==> src/pcs_pkg.sv <==
// Offsets, fields, fixed values and carriers
// Functional notes
// - All command bits zero: config access only
// - Status reads live; write one clears
// - I/O space bit reads zero, never claimed
// - Memory bit gates memory access response
// - Master bit zero blocks bus initiation
// - Unsupported command bits read constant zero
// - Parity response bit gates parity action
// - System error bit gates error pin
// - Reset clears writable command bits
// - Unsupported status bits read constant zero
// - Back-to-back target capable reads one
// - Select timing reads medium, target obeys
// - Master parity flag needs response enabled
// - Received target abort sets flag
// - Master abort sets flag, not special
// - System error flag sets even if disabled
// - Any parity error sets detected flag
// - Revision and class code read fixed
// - Header type 80h, self-test zero
// - Latency timer writable, cleared by reset
// - Cache line size filtered, selects multiple
package pcs_pkg;

    // Byte addresses of the configuration words
    localparam logic [7:0] OFS_COMMAND_STATUS = 8'h04;
    localparam logic [7:0] OFS_REV_CLASS      = 8'h08;
    localparam logic [7:0] OFS_CACHE_LAT_HDR  = 8'h0C;

    // Command half-word bit positions
    localparam int B_IO_SPACE   = 0;
    localparam int B_MEM_SPACE  = 1;
    localparam int B_BUS_MASTER = 2;
    localparam int B_PARITY_RSP = 6;
    localparam int B_SYS_ERR    = 8;

    // Status half-word bit positions
    localparam int B_B2B_TARGET = 23;
    localparam int B_PAR_REPORT = 24;
    localparam int B_SEL_TIME0  = 25;
    localparam int B_TARGET_ABORT_SIGNALLED_RCV   = 28;
    localparam int B_MASTER_ABORT_RECEIVED_RCV   = 29;
    localparam int B_SERR_SIG   = 30;
    localparam int B_PAR_DETECT = 31;

    // Reset values of the writable fields
    localparam logic [3:0] CMD_RESET   = 4'h0;
    localparam logic [4:0] FLAG_RESET  = 5'h00;
    localparam logic [7:0] CLS_RESET   = 8'h00;
    localparam logic [7:0] LAT_RESET   = 8'h00;

    // Fixed read-only values
    localparam logic [7:0] CLASS_IFACE = 8'h00;
    localparam logic [7:0] CLASS_SUB   = 8'h80;
    localparam logic [7:0] CLASS_BASE  = 8'h02;
    localparam logic [7:0] HEADER_TYPE = 8'h80;
    localparam logic [7:0] SELF_TEST   = 8'h00;
    localparam logic [1:0] SEL_TIMING  = 2'h1;

    // Valid cache line sizes in dwords
    localparam logic [7:0] CLS_4  = 8'h04;
    localparam logic [7:0] CLS_8  = 8'h08;
    localparam logic [7:0] CLS_16 = 8'h10;
    localparam logic [7:0] CLS_32 = 8'h20;
    localparam logic [7:0] CLS_64 = 8'h40;
    localparam logic [7:0] CLS_NONE = 8'h00;

    // Configuration access request from the target front end
    typedef struct packed {
        logic        sel;
        logic        we;
        logic [7:0]  addr;
        logic [3:0]  be;
        logic [31:0] wdata;
    } pcs_cfg_req_t;

    // Bus events reported by master and target logic
    typedef struct packed {
        logic target_abort_signalled_rcv;
        logic master_abort_received_rcv;
        logic special_cyc;
        logic serr_req;
        logic par_det;
        logic master_act;
        logic perr_drive;
    } pcs_evt_t;

    // Device select sequencer states
    typedef enum logic [3:0] {
        DS_IDLE = 4'b0001,
        DS_WAIT = 4'b0010,
        DS_ACT  = 4'b0100,
        DS_TURN = 4'b1000
    } pcs_ds_state_t;

endpackage : pcs_pkg

==> src/pcs_devsel.sv <==
// Medium-timing device select driver for the target path
`timescale 1ns/1ps
module pcs_devsel (
    input  wire logic ref_clk,
    input  wire logic nrst,
    input  wire logic addr_phase,
    input  wire logic addr_hit,
    input  wire logic claim_en,
    input  wire logic xfer_done,
    output logic      device_select_pin_n_o,
    output logic      device_select_pin_n_oe
);

    pcs_pkg::pcs_ds_state_t state_r;
    pcs_pkg::pcs_ds_state_t state_nxt;

    wire claim = addr_phase & addr_hit & claim_en;

    // One idle clock after the address phase gives medium decode
    always_comb begin
        state_nxt = state_r;
        unique case (state_r)
            pcs_pkg::DS_IDLE: if (claim) state_nxt = pcs_pkg::DS_WAIT;
            pcs_pkg::DS_WAIT: state_nxt = pcs_pkg::DS_ACT;
            pcs_pkg::DS_ACT:  if (xfer_done) state_nxt = pcs_pkg::DS_TURN;
            pcs_pkg::DS_TURN: state_nxt = pcs_pkg::DS_IDLE;
            default:          state_nxt = pcs_pkg::DS_IDLE;
        endcase
    end

    always_ff @(posedge ref_clk or negedge nrst) begin
        if (!nrst) begin
            state_r <= pcs_pkg::DS_IDLE;
        end else begin
            state_r <= state_nxt;
        end
    end

    // Driven high for one clock before release, so the shared line
    // is never left floating low
    always_ff @(posedge ref_clk or negedge nrst) begin
        if (!nrst) begin
            device_select_pin_n_o  <= 1'b1;
            device_select_pin_n_oe <= 1'b0;
        end else begin
            device_select_pin_n_o  <= (state_nxt != pcs_pkg::DS_ACT);
            device_select_pin_n_oe <= (state_nxt == pcs_pkg::DS_ACT) |
                                      (state_nxt == pcs_pkg::DS_TURN);
        end
    end

endmodule : pcs_devsel

==> src/pcs_config_regs.sv <==
// Command/status, class and cache/latency configuration words of function 0
`timescale 1ns/1ps
module pcs_config_regs #(
    // Revision code, value arbitrary
    parameter logic [7:0] REVISION_ID = 8'h00
) (
    input  wire logic                  ref_clk,
    input  wire logic                  nrst,
    input  wire pcs_pkg::pcs_cfg_req_t cfg_req,
    output logic [31:0]                cfg_rdata,
    output logic                       cfg_done,
    input  wire pcs_pkg::pcs_evt_t     evt,
    input  wire logic                  parity_error_pin_n_i,
    output logic                       parity_error_pin_n_o,
    output logic                       parity_error_pin_n_oe,
    output logic                       system_error_pin_n_o,
    output logic                       system_error_pin_n_oe,
    input  wire logic                  addr_phase,
    input  wire logic                  mem_addr_hit,
    input  wire logic                  io_addr_hit,
    input  wire logic                  xfer_done,
    output logic                       device_select_pin_n_o,
    output logic                       device_select_pin_n_oe,
    input  wire logic                  master_req_in,
    output logic                       master_req_out,
    output logic                       mem_claim_en,
    output logic                       parity_act_en,
    input  wire logic [7:0]            burst_dwords,
    output logic                       use_read_multiple,
    output logic [7:0]                 cache_line_eff,
    output logic [7:0]                 latency_timer
);

    // Writable command bits
    logic       mem_space_control_r;
    logic       bus_master_control_r;
    logic       parity_response_control_r;
    logic       system_error_control_r;
    // Sticky status flags
    logic       data_parity_reported_r;
    logic       target_abort_received_r;
    logic       master_abort_received_r;
    logic       system_error_signalled_r;
    logic       parity_error_detected_r;
    // Cache line and latency bytes
    logic [7:0] cache_line_r;
    logic [7:0] latency_r;
    // Parity pin sampler
    logic       perr_s1_r;
    logic       perr_s2_r;
    logic       perr_s3_r;
    logic       perr_seen_r;

    // Access decode
    wire hit_cmd = cfg_req.sel & (cfg_req.addr[7:2] ==
                   pcs_pkg::OFS_COMMAND_STATUS[7:2]);
    wire hit_rev = cfg_req.sel & (cfg_req.addr[7:2] ==
                   pcs_pkg::OFS_REV_CLASS[7:2]);
    wire hit_clh = cfg_req.sel & (cfg_req.addr[7:2] ==
                   pcs_pkg::OFS_CACHE_LAT_HDR[7:2]);
    wire wr_cmd  = hit_cmd & cfg_req.we;
    wire wr_clh  = hit_clh & cfg_req.we;
    wire wr_b0   = wr_cmd & cfg_req.be[0];
    wire wr_b1   = wr_cmd & cfg_req.be[1];
    wire wr_b2   = wr_cmd & cfg_req.be[2];
    wire wr_b3   = wr_cmd & cfg_req.be[3];

    // Pin sample counts only once the two later stages agree
    wire perr_stable   = (perr_s2_r == perr_s3_r);
    wire perr_pin_low  = ~perr_seen_r;

    // Parity events: own detection, or another agent reporting ours
    wire par_any       = evt.par_det |
                         (evt.master_act & perr_pin_low);
    wire par_master    = evt.master_act &
                         (evt.par_det | evt.perr_drive | perr_pin_low);

    // Flag set terms
    wire set_par_rep   = par_master & parity_response_control_r;
    wire set_target_abort_signalled      = evt.target_abort_signalled_rcv;
    wire set_master_abort_received      = evt.master_abort_received_rcv & ~evt.special_cyc;
    wire set_serr      = evt.serr_req;
    wire set_par_det   = par_any;

    // Write-one clear terms, per byte lane
    wire clr_par_rep   = wr_b3 & cfg_req.wdata[pcs_pkg::B_PAR_REPORT];
    wire clr_target_abort_signalled      = wr_b3 & cfg_req.wdata[pcs_pkg::B_TARGET_ABORT_SIGNALLED_RCV];
    wire clr_master_abort_received      = wr_b3 & cfg_req.wdata[pcs_pkg::B_MASTER_ABORT_RECEIVED_RCV];
    wire clr_serr      = wr_b3 & cfg_req.wdata[pcs_pkg::B_SERR_SIG];
    wire clr_par_det   = wr_b3 & cfg_req.wdata[pcs_pkg::B_PAR_DETECT];

    // Set wins over clear; a write never sets a flag
    wire par_rep_nxt   = (data_parity_reported_r & ~clr_par_rep) |
                         set_par_rep;
    wire target_abort_signalled_nxt      = (target_abort_received_r & ~clr_target_abort_signalled) |
                         set_target_abort_signalled;
    wire master_abort_received_nxt      = (master_abort_received_r & ~clr_master_abort_received) |
                         set_master_abort_received;
    wire serr_nxt      = (system_error_signalled_r & ~clr_serr) |
                         set_serr;
    wire par_det_nxt   = (parity_error_detected_r & ~clr_par_det) |
                         set_par_det;

    // Command half-word; fixed-zero bits never take write data
    wire [15:0] cmd_word;
    assign cmd_word = {7'h00,
                       system_error_control_r,
                       1'b0,
                       parity_response_control_r,
                       3'h0,
                       bus_master_control_r,
                       mem_space_control_r,
                       1'b0};

    // Status half-word; unsupported bits tied, capability bits fixed
    wire [15:0] stat_word;
    assign stat_word = {parity_error_detected_r,
                        system_error_signalled_r,
                        master_abort_received_r,
                        target_abort_received_r,
                        1'b0,
                        pcs_pkg::SEL_TIMING,
                        data_parity_reported_r,
                        1'b1,
                        7'h00};

    wire [31:0] rev_word = {pcs_pkg::CLASS_BASE, pcs_pkg::CLASS_SUB,
                            pcs_pkg::CLASS_IFACE, REVISION_ID};
    wire [31:0] clh_word = {pcs_pkg::SELF_TEST, pcs_pkg::HEADER_TYPE,
                            latency_r, cache_line_r};

    // Read selection; unmapped words read zero
    wire [31:0] rd_sel = hit_cmd ? {stat_word, cmd_word} :
                         hit_rev ? rev_word :
                         hit_clh ? clh_word : 32'h0000_0000;

    // Whole command half-word zero leaves only config access alive
    wire disconnected = (cmd_word == 16'h0000);

    // Command register; reset forces every writable enable low
    always_ff @(posedge ref_clk or negedge nrst) begin
        if (!nrst) begin
            {system_error_control_r, parity_response_control_r,
             bus_master_control_r, mem_space_control_r} <=
                pcs_pkg::CMD_RESET;
        end else begin
            if (wr_b0) begin
                mem_space_control_r       <=
                    cfg_req.wdata[pcs_pkg::B_MEM_SPACE];
                bus_master_control_r      <=
                    cfg_req.wdata[pcs_pkg::B_BUS_MASTER];
                parity_response_control_r <=
                    cfg_req.wdata[pcs_pkg::B_PARITY_RSP];
            end
            if (wr_b1) begin
                system_error_control_r    <=
                    cfg_req.wdata[pcs_pkg::B_SYS_ERR];
            end
        end
    end

    // Status flags; the lanes for bits 16 to 23 hold nothing writable
    always_ff @(posedge ref_clk or negedge nrst) begin
        if (!nrst) begin
            {data_parity_reported_r, target_abort_received_r,
             master_abort_received_r, system_error_signalled_r,
             parity_error_detected_r} <= pcs_pkg::FLAG_RESET;
        end else begin
            data_parity_reported_r   <= par_rep_nxt;
            target_abort_received_r  <= target_abort_signalled_nxt;
            master_abort_received_r  <= master_abort_received_nxt;
            system_error_signalled_r <= serr_nxt;
            parity_error_detected_r  <= par_det_nxt;
        end
    end

    // Cache line and latency bytes, zero after reset
    always_ff @(posedge ref_clk or negedge nrst) begin
        if (!nrst) begin
            cache_line_r <= pcs_pkg::CLS_RESET;
            latency_r    <= pcs_pkg::LAT_RESET;
        end else begin
            if (wr_clh & cfg_req.be[0]) begin
                cache_line_r <= cfg_req.wdata[7:0];
            end
            if (wr_clh & cfg_req.be[1]) begin
                latency_r    <= cfg_req.wdata[15:8];
            end
        end
    end

    // Registered read data and a one-cycle completion
    always_ff @(posedge ref_clk or negedge nrst) begin
        if (!nrst) begin
            cfg_rdata <= 32'h0000_0000;
            cfg_done  <= 1'b0;
        end else begin
            cfg_rdata <= (cfg_req.sel & ~cfg_req.we) ? rd_sel : cfg_rdata;
            cfg_done  <= cfg_req.sel;
        end
    end

    // Parity pin sampler; stage one feeds stage two only
    always_ff @(posedge ref_clk or negedge nrst) begin
        if (!nrst) begin
            perr_s1_r   <= 1'b1;
            perr_s2_r   <= 1'b1;
            perr_s3_r   <= 1'b1;
            perr_seen_r <= 1'b1;
        end else begin
            perr_s1_r <= parity_error_pin_n_i;
            perr_s2_r <= perr_s1_r;
            perr_s3_r <= perr_s2_r;
            if (perr_stable) begin
                perr_seen_r <= perr_s3_r;
            end
        end
    end

    // Pin drivers: parity pin only when responding, error pin only
    // when enabled; the flag above records errors either way
    wire perr_drive_en = evt.perr_drive & parity_response_control_r;
    wire serr_drive_en = evt.serr_req & system_error_control_r;

    always_ff @(posedge ref_clk or negedge nrst) begin
        if (!nrst) begin
            parity_error_pin_n_o  <= 1'b1;
            parity_error_pin_n_oe <= 1'b0;
            system_error_pin_n_o  <= 1'b1;
            system_error_pin_n_oe <= 1'b0;
        end else begin
            parity_error_pin_n_o  <= ~perr_drive_en;
            parity_error_pin_n_oe <= perr_drive_en | ~parity_error_pin_n_o;
            system_error_pin_n_o  <= ~serr_drive_en;
            system_error_pin_n_oe <= serr_drive_en;
        end
    end

    // Cache line size: unlisted settings behave as zero
    wire cls_valid = (cache_line_r == pcs_pkg::CLS_4)  |
                     (cache_line_r == pcs_pkg::CLS_8)  |
                     (cache_line_r == pcs_pkg::CLS_16) |
                     (cache_line_r == pcs_pkg::CLS_32) |
                     (cache_line_r == pcs_pkg::CLS_64);
    wire [7:0] cls_eff = cls_valid ? cache_line_r : pcs_pkg::CLS_NONE;

    // Long read bursts switch to memory read multiple
    wire mrm_sel = (burst_dwords > cls_eff);

    // Memory claim gated by its enable and by disconnect; I/O never
    wire claim_mem = mem_space_control_r & ~disconnected;
    wire claim_any = mem_addr_hit & ~io_addr_hit;

    pcs_devsel u_devsel (
        .ref_clk,
        .nrst,
        .addr_phase,
        .addr_hit               (claim_any),
        .claim_en               (claim_mem),
        .xfer_done,
        .device_select_pin_n_o,
        .device_select_pin_n_oe
    );

    // Enables toward the bus logic
    assign master_req_out    = master_req_in & bus_master_control_r;
    assign mem_claim_en      = claim_mem;
    assign parity_act_en     = parity_response_control_r;
    assign use_read_multiple = mrm_sel;
    assign cache_line_eff    = cls_eff;
    assign latency_timer     = latency_r;

endmodule : pcs_config_regs

==> config.mk <==
export PLATFORM = sky130hd
export DESIGN_NAME = pcs_config_regs
export DESIGN_NICKNAME = d
export VERILOG_FILES = /design/src/pcs_pkg.sv /design/src/pcs_devsel.sv /design/src/pcs_config_regs.sv
export SDC_FILE = /design/constraint.sdc
export NUM_CORES = 1
export LEC_CHECK = 0
export BUFFER_PORTS_ARGS = -buffer_cell sky130_fd_sc_hd__buf_2
export CAP_MARGIN = 0
export CORE_UTILIZATION = 31
export CTS_CLUSTER_SIZE = 20
export DETAILED_ROUTE_END_ITERATION = 12
export PLACE_DENSITY = 0.64
export SLEW_MARGIN = 20
export SYNTH_ARGS = -nofsm -noshare
export SYNTH_HDL_FRONTEND = slang
export SYNTH_SLANG_ARGS = --single-unit
==> constraint.sdc <==
create_clock -name ref_clk -period 2.9 [get_ports ref_clk]
set_input_delay 0.435 -clock ref_clk [delete_from_list [all_inputs] [get_ports ref_clk]]
set_output_delay 0.435 -clock ref_clk [all_outputs]
set_load 0.1 [all_outputs]
* Yosys cells after proc, flatten, opt, wreduce, memory -nomap -nowiden
Cells that the tools add are included.
** Operators by class
- $lt $le $gt $ge :: 1
- Equal/unequal tests :: 15
- Muxes and demuxes :: 7
- Bitwise operators :: 59
- Reduce and logical (&&, ||, !) cells :: 1
** Operators with widths (count)
- $and 1x1->1 :: 32
- $mux 32 :: 1
- $mux 26 :: 1
- $mux 24 :: 1
- $logic_not 16->1 :: 1
- $or 1x1->1 :: 14
- $not 1->1 :: 13
- $eq 6x2->1 const B :: 2
- $pmux 4 s3 :: 1
- $eq 4x3->1 const B :: 2
- $eq 8x3->1 const B :: 1
- $eq 8x4->1 const B :: 1
- $eq 8x5->1 const B :: 1
- $eq 8x6->1 const B :: 1
- $eq 8x7->1 const B :: 1
- $gt 8x8->1 :: 1
- $mux 4 :: 2
- $mux 8 :: 1
- $eq 6x1->1 const B :: 1
- $eq 4x1->1 const B :: 1
- $eq 4x2->1 const B :: 1
- $eq 4x4->1 const B :: 1
- $ne 4x3->1 const B :: 1
- $eq 1x1->1 :: 1
** Word-level totals
- Register bits after elaboration :: 72
- Bits of input ports :: 69
- Logic and storage cells :: 107

* Logic depth before layout (Yosys ltp)
- Depth in word-level cells :: 8
- Mapped depth :: 7
- Gate-level depth less buffers :: 7

* Modules after synthesis
Synthesis repeated with hierarchy kept, for this count alone.
** Unflattened totals
- Cell total of the unflattened synthesis :: 259
- Area total of the unflattened synthesis :: 2902.8 µm²
** By module, submodules not included
- pcs_config_regs :: times used 1, cells each 242, area an instance 2637.5 µm², seq. area each 1433.9 µm²
- pcs_devsel :: times used 1, cells each 17, area an instance 265.3 µm², seq. area each 152.6 µm²

* Worst setup path after synthesis
Ideal clock, no wire load.
- Path type :: reg2out
- From :: register cache_line_r[4]
- To :: output use_read_multiple
- Arrival :: 3.225 ns
- Data required time :: 2.465 ns
- Slack :: -0.760 ns
- Stages on the path, launching flop included :: 8
- Path buffers :: 0
- Cells stage by stage :: dfrtp_1 -> or4_1 -> nor3_1 -> nand3b_1 -> ha_1 -> and4b_1 -> a211oi_1 -> o22ai_1
** Between the ends
- Word-level cells in the longest chain between the ends :: 7
- Elaborated cells between the ends (all ways) :: 11
- Classes of those cells :: order compare (1); eq/ne (5); mux (1); bitwise (4)
** RTL lines
- start: declaration :: line pcs_config_regs.sv:46 : logic [7:0] cache_line_r;
- start signal: assignment :: line pcs_config_regs.sv:180 : cache_line_r <= pcs_pkg::CLS_RESET;
- start signal: assignment :: line pcs_config_regs.sv:184 : cache_line_r <= cfg_req.wdata[7:0];
- $eq 8x3->1 or $eq 8x4->1 (tied branches) :: line pcs_config_regs.sv:240, pcs_config_regs.sv:241
- $or 1x1->1 :: line pcs_config_regs.sv:240 : wire cls_valid = (cache_line_r == pcs_pkg::CLS_4) |
- $or 1x1->1 :: line pcs_config_regs.sv:241 : (cache_line_r == pcs_pkg::CLS_8) |
- $or 1x1->1 :: line pcs_config_regs.sv:242 : (cache_line_r == pcs_pkg::CLS_16) |
- $or 1x1->1 :: line pcs_config_regs.sv:243 : (cache_line_r == pcs_pkg::CLS_32) |
- $mux 8 (*) :: line pcs_config_regs.sv:245 : wire [7:0] cls_eff = cls_valid ? cache_line_r : pcs_pkg::CLS_NONE;
- $gt 8x8->1 (*) :: line pcs_config_regs.sv:248 : wire mrm_sel = (burst_dwords > cls_eff);
- end: declaration :: line pcs_config_regs.sv:29 : output logic use_read_multiple,
Every way passes the cells marked *; elsewhere a longest branch is shown, timed or not.

* Worst setup path in the final report
Ends and elaborated chain as after synthesis.

==> reports/qor.txt <==
Status -> complete, but fails checks
Violated checks -> setup timing
Crit-path max FO -> 2
Synth Area in Compound Gates -> 0.103
Largest net degree at the start of global routing -> 40
Worst setup margin -> -0.0593 ns
Synth Area in XOR/XNOR -> 0.00301
Top cells by area, synth -> dfrtp_1 (47%), mux2_2 (7.8%), dfstp_2 (7.2%)
Ys Warns -> 0
Slew Limit Headroom -> 0.620
Diode count -> 0
Final setup skew -> 0.00573 ns
Detailed Route WL -> 7020 um
TritonRoute pass-1 iters -> 4
P per Cell Area -> 531 mW/mm2
Post-synthesis mux area share -> 0.0913
Top FF cell, synth -> dfrtp_1
GR Overflow Total -> 0
CTS Root Cell -> clkbuf_8
Clock power share -> 0.338
Worst slew pin tran -> 0.565 ns
Critical Path End -> use_read_multiple
Layout area overhead -> 30.2%
CTS Buffer Depth -> 2
RR Endpoint -> data_parity_reported_r
Yosys top cell area share -> 0.474
Max Freq -> 338 MHz
CTS H-tree depth -> 3
Die ar. -> 0.00976 mm2
Register area -> 0.00159 mm2
First-pass GRT wire length -> 11300 um
Yosys reg bits -> 63
Critical Path RT -> 2.47 ns
Final setup fails -> 1
Number of global-route vias before repair -> 2296
Adder-Cell Fraction of Synth Area -> 0.0379
IO Pins -> 128
I/O Buffers -> 101
Power Internal -> 1.36 mW
CP startpoint -> cache_line_r[4]
CTS sink cnt -> 63
CTS tree -> built
Die height -> 98.8 um
Remaining DRCs -> 0
Most common cell in the synthesized netlist -> dfrtp_1
Largest family of logic cells by synthesized area -> simple AND/OR/NAND/NOR gates
Synth top cells by count -> dfrtp_1 (55), mux2_2 (20), a22o_1 (17)
Vias -> 2199
Share of layout cells above drive strength 1 -> 0.475
EDFF count, synth -> 0
Seq pwr share -> 0.464
Mapped cell area -> 0.00291 mm2
P_sw -> 644 uW
Detailed Route Iter0 Violations -> 74
Layout fillers -> 885
Cell Chain, Critical Path -> or4_4, nor3_4, nand3b_1, ha_1, nand2_1, o21a_1, o22ai_2, buf_12
Clock Latency Late Sink -> 0.34 ns
R2R setup slack -> 1.64 ns
Largest area contributor in the netlist -> dfrtp_1
Final Util -> 0.426
Sw Ratio -> 0.321
Synth Instances -> 235
Worst Setup End Kind -> output port
Post-Syn Area per Cell -> 12.4 um2
R2r startpoint -> perr_seen_r
VDD IR max -> 0.264 mV
Netlist cell types -> 47
Type of the worst setup path -> reg -> out
Routed vias/inst -> 4.76
Initial antenna violation count -> 0
DP HPWL -> 5230 um
Post-route ant nets -> 0
Critical Path Start Type -> flip-flop
Gpl congestion -> 0.735
Post-synthesis simple-gate area fraction -> 0.156
Final Hold Violating Endpoints -> 0
Hold/Removal Path Class -> in -> async
Multi-input logic area -> 0.00126 mm2
Arrival @ worst endpoint -> 2.52 ns
Number of nets in the finished design -> 426
CP max stage cell -> or4_4
Core area -> 0.00889 mm2
Initial Utilization -> 0.327
Num CTS Buffers -> 9
RSZ-0062 raised after global routing -> true
Leakage -> 1.96 nW
Worst stage delay on the critical path -> 0.58 ns
Logic pwr share -> 0.198
Worst-path clk slew -> 0.07 ns
Final instance area -> 0.00378 mm2
Placed cell areas -> 0.00354 mm2
Post-route minimum period -> 2.96 ns
Max Slew Vio Count -> 0
Period utilisation layout -> 1.02
Max_cap viols -> 0
Row count -> 34
FF-to-FF path depth -> 3
GRT Total Usage -> 0.151
Async S/R FF share, synth -> 1.00
Register area share after synthesis -> 0.546
Drt wl/cell -> 15.2 um
Die W -> 98.8 um
## power by group through the flow
stage | Clock [mW] | Combinational, mW | Sequential [mW]
6_report | 0.679 | 0.398 | 0.931
5_1_grt | 0.741 | 0.426 | 0.935
4_1_cts | 0.708 | 0.391 | 0.930
3_5_place_dp | 0 | 0.379 | 0.946
3_3_place_gp | 0 | 0.373 | 0.945
2_1_floorplan | 0 | 0.215 | 1.02
## cell type report
type,count,share of cell area
clock buffers,12,0.0410
multi-input cells,156,0.332
well taps,108,0.0357
flip-flops and latches,63,0.419
repair buffers,112,0.159
inverters,7,0.00694
clock inverters,4,0.00529
## how the worst min path moves through the flow
stage / cells past startpoint / endpoint / start
finish: 2 / latency_timer[5] / nrst
floorplan: 0 / bus_master_control_r / nrst
detailed placement: 0 / perr_s2_r / perr_s1_r
global route: 2 / latency_timer[5] / nrst
global placement: 0 / perr_s2_r / perr_s1_r
CTS: 2 / latency_timer[5] / nrst
## metal layers
layer | part of all wire | GRT usage | wire (um) | vias up
li1 | - | - | - | 1065
met1 | 0.43 | 0.188 | 3040 | 1053
met3 | 0.061 | 0.0404 | 429 | 10
met5 | 0 | 0 | 0 | -
met2 | 0.49 | 0.247 | 3460 | 71
met4 | 0.013 | 0.0654 | 90 | 0
## per-stage QoR
step | cells | total power [mW] | setup TNS [ns] | hold WS (ns) | worst slack (ns)
after floorplan | 248 | 1.23 | -2.42 | 0.139 | -0.591
after global placement | 446 | 1.32 | 0 | 0.347 | 0.0592
after detailed placement | 446 | 1.33 | 0 | 0.347 | 0.0435
after CTS | 462 | 2.03 | -0.114 | 0.0913 | -0.114
after global routing | 462 | 2.10 | -0.200 | 0.124 | -0.200
final | 462 | 2.01 | -0.0593 | 0.0965 | -0.0593
## state kept, by name, indices dropped and copies added, names as in the netlist, 4 cells and up
name,cells
u_devsel.state_r,4
cfg_rdata,23
latency_timer,8
cache_line_r,8
## cells by family after synthesis
logic type,count (synthesis)
DFF,63
xor gates and xnor gates,1
buffers and inverters,29
other,2
muxes,24
AOI/OAI and AO/OA,39
adders and majority gates,9
and+or+nand+nor,68
## timing repair
action	CTS	global route
pin swaps	0	2
hold buffers	0	0
endpoints found under the setup margin	1	1
resized for setup	8	4
buffers inserted	0	0
## layout by cell type (no fill, tap or decap), types with 3 or more instances in the layout
cell type  synthesis  routed
buf_2              1     100
dfrtp_1           55      55
mux2_2            20      20
a22o_1            17      17
nand2_1           16      16
conb_1             2      15
clkbuf_8           1      11
buf_4             12      11
dfstp_2            8       8
inv_1              7       7
nand3_1            6       6
ha_1               8       6
nor2_1             5       5
nand2b_1           5       5
nor3b_1            4       4
nand3b_1           4       4
or4_1              5       4
mux2i_1            4       4
o21ai_1            4       4
clkinv_2           0       4
nor4_1             3       3
nand4_1            3       3
a21oi_1            3       3
a21o_1             3       3
nor4_4             3       3
## critical path: cells and delay by family, from the launching register on
kind | cells | cell delay (ns)
AOI/OAI and AO/OA | 2 | 0.38
adders and majority gates | 1 | 0.33
DFF | 1 | 0.38
and+or+nand+nor | 4 | 0.91
buffers and inverters | 1 | 0.20
(Power assumes the default switching activity.)
